File: config.mk
export PLATFORM = sky130hd
export DESIGN_NAME = hpi_device_flat
export DESIGN_NICKNAME = d
export VERILOG_FILES = /design/src/rtl/hpi_pkg.sv /design/src/rtl/hpi_bus_if.sv /design/src/rtl/hpi_device.sv /design/src/rtl/hpi_sync2.sv /design/src/flat_wrapper.sv
export SDC_FILE = /design/constraint.sdc
export NUM_CORES = 1
export LEC_CHECK = 0
export ABC_AREA = 0
export ABC_CLOCK_PERIOD_IN_PS = 1800
export BUFFER_PORTS_ARGS = -buffer_cell sky130_fd_sc_hd__clkbuf_2
export CORE_ASPECT_RATIO = 1.1
export CORE_MARGIN = 2
export CORE_UTILIZATION = 40
export CTS_CLUSTER_SIZE = 40
export DETAILED_ROUTE_END_ITERATION = 6
export SLEW_MARGIN = 20
export SYNTH_ARGS = -nofsm -noshare
export SYNTH_HDL_FRONTEND = slang
export SYNTH_HIERARCHICAL = 1
export SYNTH_SLANG_ARGS = --single-unit
File: constraint.sdc
create_clock -name clock_in -period 1.8 [get_ports clock_in]
set_input_delay 0.45 -clock clock_in [delete_from_list [all_inputs] [get_ports clock_in]]
set_output_delay 0.45 -clock clock_in [all_outputs]
set_load 0.05 [all_outputs]
File: src/rtl/hpi_pkg.sv
// Shared constants for the host port and its interrupt service registers.
// Assumes one 25 MHz clock shared by both ends of the port.
package hpi_pkg;
  localparam logic [4:0] ADDR_IRQ_CLEAR = 5'h19;
  localparam logic [4:0] ADDR_IRQ_MASK = 5'h1A;
  localparam logic [4:0] ADDR_CHIP_ID = 5'h1F;
  localparam int IRQ_BITS = 6;
  localparam logic [5:0] MASK_RESET = 6'h3F;
  localparam logic [5:0] STATUS_RESET = 6'h00;
  localparam logic [7:0] CHIP_ID_VALUE = 8'h5A; // Arbitrary identity value
  localparam int BIT_DONE_A = 0;
  localparam int BIT_DONE_B = 1;
  localparam int BIT_PARITY_A = 2;
  localparam int BIT_PARITY_B = 3;
  localparam int BIT_DECODE_ERR = 4;
  localparam int BIT_COMPARE = 5;
  localparam int ACK_DELAY = 2;
  localparam int HOLD_CYCLES = 3;
  localparam logic [1:0] ACK_CNT_INIT = 2'h2;
  localparam logic [1:0] HOLD_CNT_INIT = 2'h3;
endpackage : hpi_pkg

File: src/rtl/hpi_bus_if.sv
// Pin bundle between host processor and the device register port.
// Assumes the bench resolves two-way and open-drain pins from the enables.
interface hpi_bus_if;
  logic bus_style_select;
  logic [4:0] addr;
  logic reg_select_n;
  logic periph_a_select_n;
  logic data_strobe_n;
  logic read_write_n;
  logic io_write_strobe_n;
  logic io_read_strobe_n;
  logic [7:0] data_host;
  logic data_host_oe;
  logic [7:0] data_dev;
  logic data_dev_oe;
  logic ack_val;
  logic ack_oe;
  logic irq_val;
  logic irq_oe;
  modport device (input bus_style_select, addr, reg_select_n, periph_a_select_n, data_strobe_n, read_write_n,
    io_write_strobe_n, io_read_strobe_n, data_host, data_host_oe,
    output data_dev, data_dev_oe, ack_val, ack_oe, irq_val, irq_oe);
  modport host (output bus_style_select, addr, reg_select_n, periph_a_select_n, data_strobe_n, read_write_n,
    io_write_strobe_n, io_read_strobe_n, data_host, data_host_oe,
    input data_dev, data_dev_oe, ack_val, ack_oe, irq_val, irq_oe);
endinterface : hpi_bus_if

File: src/rtl/hpi_device.sv
// Device end of the host register port: clear, mask and identity registers,
// interrupt status and pin, ack/ready handshake, port A peripheral routing.
// Assumes status events arrive as one-cycle pulses from the datapaths.
//
// Notes on behaviour
// - Bits 7 and 6 of status and mask read as zero
// - Address 0x19 writes clear, reads status
// - Writing one gives one clear pulse
// - Writing zero leaves status bit unchanged
// - Mask at 0x1A gates status onto pin
// - Mask one blocks pin; status still sets
// - Reset sets all six mask bits
// - Host may poll with everything masked
// - Address 0x1F returns fixed identity code
// - Style pin selects strobe scheme and polarities
// - Host presents five-bit register address
// - Read/write high reads, low writes
// - Write strobe low writes, rise ends
// - Read strobe low reads, rise ends
// - Select plus data strobe low starts access
// - Select plus either strobe starts access
// - Peripheral select routes cycle to port A
// - Data strobe rise ends the access
// - Ack pulled low when data latched/valid
// - Ready low at start, high when done
// - Interrupt pin polarity and reset state
// - Status bits clear on hard reset
module hpi_device (
  input wire logic clock_in,
  input wire logic sys_rst_in,
  hpi_bus_if.device bus,
  input wire logic [5:0] irq_event_in,
  input wire logic [7:0] periph_rdata_in,
  output logic periph_cycle_out,
  output logic periph_write_out,
  output logic [7:0] periph_wdata_out,
  output logic [5:0] status_out
);
  typedef enum logic [1:0] {ST_IDLE, ST_WAIT, ST_DONE} hpi_dstate_e;

  logic [4:0] sync_r;
  logic reg_sel_n_s, pa_sel_n_s, ds_n_s, rw_n_s, iow_s;
  logic active_s, is_write_s;
  hpi_dstate_e state_r;
  logic [1:0] cnt_r;
  logic [5:0] status_r;
  logic [5:0] mask_r;
  logic [5:0] clear_pulse_r;
  logic [7:0] rdata_r;
  logic to_periph_r;
  logic write_r;
  logic ack_val_r, ack_oe_r, irq_val_r, irq_oe_r, dev_oe_r;
  logic periph_cycle_r;
  logic irq_any;
  logic latch_now;

  hpi_sync2 #(.W(5), .INIT(5'h1F)) hpi_sync2_inst (
    .clock_in(clock_in),
    .sys_rst_in(sys_rst_in),
    .async_in({bus.reg_select_n, bus.periph_a_select_n, bus.data_strobe_n, bus.read_write_n,
      bus.io_write_strobe_n}),
    .sync_out(sync_r)
  );
  assign {reg_sel_n_s, pa_sel_n_s, ds_n_s, rw_n_s, iow_s} = sync_r;

  // In separate style the data strobe pin carries the read strobe
  always_comb begin
    if (bus.bus_style_select) begin
      active_s = !ds_n_s && (!reg_sel_n_s || !pa_sel_n_s);
      is_write_s = !rw_n_s;
    end else begin
      active_s = (!ds_n_s || !iow_s) && (!reg_sel_n_s || !pa_sel_n_s);
      is_write_s = !iow_s;
    end
  end

  function automatic logic [7:0] read_mux(input logic [4:0] a, input logic [5:0] st, input logic [5:0] mk);
    case (a)
      hpi_pkg::ADDR_IRQ_CLEAR: read_mux = {2'h0, st};
      hpi_pkg::ADDR_IRQ_MASK: read_mux = {2'h0, mk};
      hpi_pkg::ADDR_CHIP_ID: read_mux = hpi_pkg::CHIP_ID_VALUE;
      default: read_mux = 8'h00;
    endcase
  endfunction : read_mux

  // Cycle sequencer; wait state gives data time to settle before ack
  always_ff @(posedge clock_in or posedge sys_rst_in) begin
    if (sys_rst_in) begin
      state_r <= ST_IDLE;
      cnt_r <= 2'h0;
      to_periph_r <= 1'b0;
      write_r <= 1'b0;
    end else begin
      case (state_r)
        ST_IDLE: begin
          if (active_s) begin
            state_r <= ST_WAIT;
            cnt_r <= hpi_pkg::ACK_CNT_INIT;
            to_periph_r <= reg_sel_n_s;
            write_r <= is_write_s;
          end
        end
        ST_WAIT: begin
          // Strobe dropped before the ack: abandon the access
          if (!active_s) begin
            state_r <= ST_IDLE;
          end else if (cnt_r == 2'h1) begin
            state_r <= ST_DONE;
          end else begin
            cnt_r <= cnt_r - 2'h1;
          end
        end
        ST_DONE: begin
          if (!active_s) begin
            state_r <= ST_IDLE;
          end
        end
        default: state_r <= ST_IDLE;
      endcase
    end
  end

  // Data is taken on the last wait clock, one clock before ack or ready
  assign latch_now = (state_r == ST_WAIT) && active_s && (cnt_r == 2'h1);

  // Register writes and read capture at the end of the wait state
  always_ff @(posedge clock_in or posedge sys_rst_in) begin
    if (sys_rst_in) begin
      mask_r <= hpi_pkg::MASK_RESET;
      clear_pulse_r <= 6'h00;
      rdata_r <= 8'h00;
      periph_wdata_out <= 8'h00;
    end else begin
      clear_pulse_r <= 6'h00;
      if (latch_now) begin
        if (to_periph_r) begin
          periph_wdata_out <= bus.data_host;
          rdata_r <= periph_rdata_in;
        end else if (write_r) begin
          if (bus.addr == hpi_pkg::ADDR_IRQ_CLEAR) begin
            clear_pulse_r <= bus.data_host[5:0];
          end
          if (bus.addr == hpi_pkg::ADDR_IRQ_MASK) begin
            mask_r <= bus.data_host[5:0];
          end
        end else begin
          rdata_r <= read_mux(bus.addr, status_r, mask_r);
        end
      end
    end
  end

  // Event set wins over a same-cycle clear
  always_ff @(posedge clock_in or posedge sys_rst_in) begin
    if (sys_rst_in) begin
      status_r <= hpi_pkg::STATUS_RESET;
    end else begin
      status_r <= (status_r & ~clear_pulse_r) | irq_event_in;
    end
  end

  assign irq_any = |(status_r & ~mask_r);

  // Pin drivers
  always_ff @(posedge clock_in or posedge sys_rst_in) begin
    if (sys_rst_in) begin
      ack_val_r <= 1'b0;
      ack_oe_r <= 1'b0;
      irq_val_r <= 1'b0;
      irq_oe_r <= 1'b0;
      dev_oe_r <= 1'b0;
      periph_cycle_r <= 1'b0;
    end else begin
      if (bus.bus_style_select) begin
        irq_val_r <= 1'b0;
        irq_oe_r <= irq_any;
        ack_val_r <= 1'b0;
        ack_oe_r <= (state_r == ST_DONE) && active_s;
      end else begin
        irq_val_r <= irq_any;
        irq_oe_r <= 1'b1;
        ack_val_r <= (state_r == ST_DONE);
        ack_oe_r <= active_s;
      end
      dev_oe_r <= (state_r == ST_DONE) && active_s && !write_r;
      periph_cycle_r <= (state_r != ST_IDLE) && active_s && to_periph_r;
    end
  end

  always_ff @(posedge clock_in or posedge sys_rst_in) begin
    if (sys_rst_in) begin
      periph_write_out <= 1'b0;
    end else if (state_r == ST_IDLE && active_s) begin
      periph_write_out <= is_write_s;
    end
  end

  assign bus.ack_val = ack_val_r;
  assign bus.ack_oe = ack_oe_r;
  assign bus.irq_val = irq_val_r;
  // Driven output in separate style is never floated, reset included
  assign bus.irq_oe = bus.bus_style_select ? irq_oe_r : 1'b1;
  assign bus.data_dev = rdata_r;
  assign bus.data_dev_oe = dev_oe_r;
  assign periph_cycle_out = periph_cycle_r;
  assign status_out = status_r;
endmodule : hpi_device

File: src/rtl/hpi_sync2.sv
// Two-stage synchroniser for a bundle of host strobes.
// Assumes inputs may change at any time relative to clock_in.
module hpi_sync2 #(
  parameter int W = 5,
  parameter logic [W-1:0] INIT = '1
) (
  input wire logic clock_in,
  input wire logic sys_rst_in,
  input wire logic [W-1:0] async_in,
  output logic [W-1:0] sync_out
);
  logic [W-1:0] meta_r;

  always_ff @(posedge clock_in or posedge sys_rst_in) begin
    if (sys_rst_in) begin
      meta_r <= INIT;
      sync_out <= INIT;
    end else begin
      meta_r <= async_in;
      sync_out <= meta_r;
    end
  end
endmodule : hpi_sync2

File: src/flat_wrapper.sv
// flat-port wrapper written by rule: the top's interface ports become plain ports
module hpi_device_flat 
  (clock_in, sys_rst_in, irq_event_in, periph_rdata_in, periph_cycle_out, periph_write_out, periph_wdata_out, status_out, bus_bus_style_select, bus_addr, bus_reg_select_n, bus_periph_a_select_n, bus_data_strobe_n, bus_read_write_n, bus_io_write_strobe_n, bus_io_read_strobe_n, bus_data_host, bus_data_host_oe, bus_data_dev, bus_data_dev_oe, bus_ack_val, bus_ack_oe, bus_irq_val, bus_irq_oe);
  hpi_bus_if bus_i ();
  input wire logic clock_in;
  input wire logic sys_rst_in;
  input wire logic [5:0] irq_event_in;
  input wire logic [7:0] periph_rdata_in;
  output logic periph_cycle_out;
  output logic periph_write_out;
  output logic [7:0] periph_wdata_out;
  output logic [5:0] status_out;
  input wire logic [$bits(bus_i.bus_style_select)-1:0] bus_bus_style_select;
  input wire logic [$bits(bus_i.addr)-1:0] bus_addr;
  input wire logic [$bits(bus_i.reg_select_n)-1:0] bus_reg_select_n;
  input wire logic [$bits(bus_i.periph_a_select_n)-1:0] bus_periph_a_select_n;
  input wire logic [$bits(bus_i.data_strobe_n)-1:0] bus_data_strobe_n;
  input wire logic [$bits(bus_i.read_write_n)-1:0] bus_read_write_n;
  input wire logic [$bits(bus_i.io_write_strobe_n)-1:0] bus_io_write_strobe_n;
  input wire logic [$bits(bus_i.io_read_strobe_n)-1:0] bus_io_read_strobe_n;
  input wire logic [$bits(bus_i.data_host)-1:0] bus_data_host;
  input wire logic [$bits(bus_i.data_host_oe)-1:0] bus_data_host_oe;
  output wire logic [$bits(bus_i.data_dev)-1:0] bus_data_dev;
  output wire logic [$bits(bus_i.data_dev_oe)-1:0] bus_data_dev_oe;
  output wire logic [$bits(bus_i.ack_val)-1:0] bus_ack_val;
  output wire logic [$bits(bus_i.ack_oe)-1:0] bus_ack_oe;
  output wire logic [$bits(bus_i.irq_val)-1:0] bus_irq_val;
  output wire logic [$bits(bus_i.irq_oe)-1:0] bus_irq_oe;
  assign bus_i.bus_style_select = bus_bus_style_select;
  assign bus_i.addr = bus_addr;
  assign bus_i.reg_select_n = bus_reg_select_n;
  assign bus_i.periph_a_select_n = bus_periph_a_select_n;
  assign bus_i.data_strobe_n = bus_data_strobe_n;
  assign bus_i.read_write_n = bus_read_write_n;
  assign bus_i.io_write_strobe_n = bus_io_write_strobe_n;
  assign bus_i.io_read_strobe_n = bus_io_read_strobe_n;
  assign bus_i.data_host = bus_data_host;
  assign bus_i.data_host_oe = bus_data_host_oe;
  assign bus_data_dev = bus_i.data_dev;
  assign bus_data_dev_oe = bus_i.data_dev_oe;
  assign bus_ack_val = bus_i.ack_val;
  assign bus_ack_oe = bus_i.ack_oe;
  assign bus_irq_val = bus_i.irq_val;
  assign bus_irq_oe = bus_i.irq_oe;
  hpi_device u_core (.clock_in(clock_in), .sys_rst_in(sys_rst_in), .bus(bus_i), .irq_event_in(irq_event_in), .periph_rdata_in(periph_rdata_in), .periph_cycle_out(periph_cycle_out), .periph_write_out(periph_write_out), .periph_wdata_out(periph_wdata_out), .status_out(status_out));
endmodule
==> impl_metrics.yaml <==
status:
  outcome: "complete, no violations"
die:
  core_um2: 5430
  io_pins: 66
  die_h_um: 83.0
  initial_core_util_pct: 41.8
  rows: 28
  die-width_um: 75.8
  dieArea_um2: 6300
route:
  wl_mm: 4.36
  post_drt_wl_per_cell_um: 13.4
  ant_nets: 0
  first_pass_iters: 4
  vias: 1513
  vias_per_cell: 4.64
  drt-initial-drc-count: 86
  drc: 0
logic_synthesis:
  syn_nets: 212
  synthFlopType: "dfrtp_1"
  synth_area_um2: 2270
  ys_warn_count: 6
  synth_seq_cells: 56
  synth_cell_type_count: 34
  yosysTopAreaCell: "dfrtp_1"
  yosysSeqAreaShare_pct: 62.6
  yosysTopAreaCellShare_pct: 44.1
  synth.avg_cell_area_um2: 13.1
  syn-instance-count: 174
  synth-edff-count: 0
  async_flop_share_pct: 100
  synthTopCellsByArea: "dfrtp_1 44%, dfstp_2 19%, mux2_2 5.5%, mux2_4 4.0%, o21bai_1 2.3%"
power:
  ir_drop_mv: 0.781
  p_leak_nw: 1.42
  p_clk_share_pct: 21.4
  power_density_nw_per_um2: 1160
  internal-power_mw: 2.07
  switching_share_pct: 37.0
  share_comb_of_total_power_pct: 31.4
  seqPwrFrac_pct: 47.2
  p_total_mw: 3.29
  power.switching_mw: 1.22
run:
  drv_cap: 0
grt:
  globalRouteMet3Util_pct: 4.13
  use_met1_pct: 21.9
  grtUsageTotal_pct: 15.1
  use_met2_pct: 22.2
  top_usage_layer: "met2"
  antenna_found_initial: 0
  grt_max_degree: 47
  grt_pass1_wl_mm: 7.42
  grt_pass1_vias: 1549
  grt.overflow.total: 0
critical_path:
  worstSetupStartpointType: "input port"
  cp_max_fo: 6
  cp_slowest_cell: "or2b_1"
  cp_common_cell: "clkbuf_2"
  crit_arrival_ns: 1.17
  max_stage_delay_ns: 0.23
  endpoint_kind: "output pin"
  critical_path_class: "input port to output pin"
  cp.required_ns: 1.35
  crit_chain: "clkbuf_2 > buf_4 > or2b_1 > clkbuf_2"
timing:
  tns_ns: 0
  fin_ws_ns: 0.176
  slew_violations: 0
  skew_ns: 0.00430
  timing_hold_violations_final: 0
  setup_viol: 0
  max_freq_ghz: 0.616
  rsz0062_at_grt: "false"
  worst_pin_slew_ns: 0.371
  period_share_pct: 90.2
  min_period_ns: 1.62
  slew_headroom_pct: 75.1
place:
  dp_slack_ns: 0.130
  gp_congestion: 0.763
  portBuffers: 63
  dpl.hpwl_mm: 3.31
  dp_cells: 318
cts:
  root_buffer: "clkbuf_8"
  post_cts_buffers: 0
  cts_resized: 0
  path_clk_slew_ns: 0.09
  cts_tree: "yes"
  cts_max_path_buffers: 2
  cts.hold.buffers_added: 0
  numCtsBuffers: 5
  clk_latency_ns: 0.30
  clock-sinks: 56
  htreeDepth: 2
cells_and_area:
  fill_cells: 506
  seq_area_um2: 1420
  nets: 288
  area_growth_pct: 25.1
  fin_cells: 326
  final_util_pct: 52.3
  multi_input_area_um2: 787
  drive_gt1_share_pct: 48.2
  n_antenna_cell: 0
hold_path:
  hp-class: "input port to asynchronous set/reset pin"
==> power by group through the flow <==
stage / clock network [mW] / registers, mW / logic [mW]
6_report: 0.704 / 1.55 / 1.03
5_1_grt: 0.778 / 1.58 / 1.12
2_1_floorplan: 0 / 2.03 / 0.310
3_3_place_gp: 0 / 1.58 / 1.03
4_1_cts: 0.730 / 1.56 / 1.04
3_5_place_dp: 0 / 1.58 / 1.04
==> layout make-up <==
type	count	area share, %
Sequential cell	56	50.0
Multi-Input combinational cell	104	27.7
Timing Repair Buffer	73	14.2
Tap cell	75	3.30
Clock buffer	6	2.91
Inverter	10	1.32
Clock inverter	2	0.529
==> metal layers <==
layer / vias to the layer above / share of wire [%]
li1: 747 / -
met1: 718 / 46
met2: 41 / 46
met3: 7 / 6.2
met4: 0 / 1.5
met5: - / 0
==> worst max-delay path: cells and delay by family <==
family | cells | cell delay (ns)
buffers and inverters | 3 | 0.49
AND/OR/NAND/NOR | 1 | 0.23
==> synthesized netlist by cell type, types with 3 or more instances <==
cell type and n:
a22o_1 6, dfrtp_1 40, o21ai_0 6, nor2_1 5
nand2b_1 3, inv_1 10, a22oi_1 3, dfstp_2 16
nand2_1 12, o22ai_1 3, mux2_4 6, o21bai_1 7
nor2b_1 7, nor3_1 4, and2_1 7, a21oi_1 6
o31ai_1 3, mux2_2 11
==> state kept, by name, summed over array words and instances, names as in the netlist, 2 cells and up <==
| register | count |
|---|---|
| u_core/bus.data_dev | 8 |
| u_core/clear_pulse_r | 6 |
| u_core/cnt_r | 2 |
| u_core/hpi_sync2_inst/meta_r | 5 |
| u_core/hpi_sync2_inst/sync_out | 5 |
| u_core/mask_r | 6 |
| u_core/periph_wdata_out | 8 |
| u_core/state_r | 2 |
| u_core/status_out | 6 |
==> cells in the final DEF, fill, tap and decap left out, types with 7 or more instances in the layout <==
master and n:
and2_1 7, buf_4 9, clkbuf_2 63, dfrtp_1 40, dfstp_2 16, inv_1 9
mux2_2 11, nand2_1 12, nor2b_1 7, o21bai_1 7
==> path summary, 6_finish.rpt <==
path,startpoint,end,slack [ns],depth (start not counted)
min reg2reg,u_core/hpi_sync2_inst/meta_r[1],u_core/hpi_sync2_inst/sync_out[1],0.36,0
max reg2reg,u_core/cnt_r[1],u_core/mask_r[3],0.22,6
min,sys_rst_in,u_core/periph_wdata_out[5],0.17,3
max in group asynchronous,sys_rst_in,u_core/mask_r[3],1.37,3
min in group clock_in,bus_data_strobe_n,u_core/hpi_sync2_inst/meta_r[2],0.22,1
max,bus_bus_style_select,bus_irq_oe,0.18,4
==> cell families (layout without fill, tap and decap cells) <==
group | Yosys count | count (layout) | share of synthesized area, %
compound gates | 36 | 36 | 11.5
fa+ha+maj | 1 | 1 | 0.551
buf+inv | 14 | 91 | 2.75
simple gates | 48 | 48 | 12.3
mux | 19 | 19 | 10.3
flops | 56 | 56 | 62.6
==> through the flow <==
step | area (µm²) | hold WS, ns
2_1_floorplan | 2270 | 0.345
3_3_place_gp | 2740 | 0.345
3_5_place_dp | 2740 | 0.347
4_1_cts | 2840 | 0.174
5_1_grt | 2840 | 0.185
6_report | 2840 | 0.166
Power figures use the tool's default switching activity.
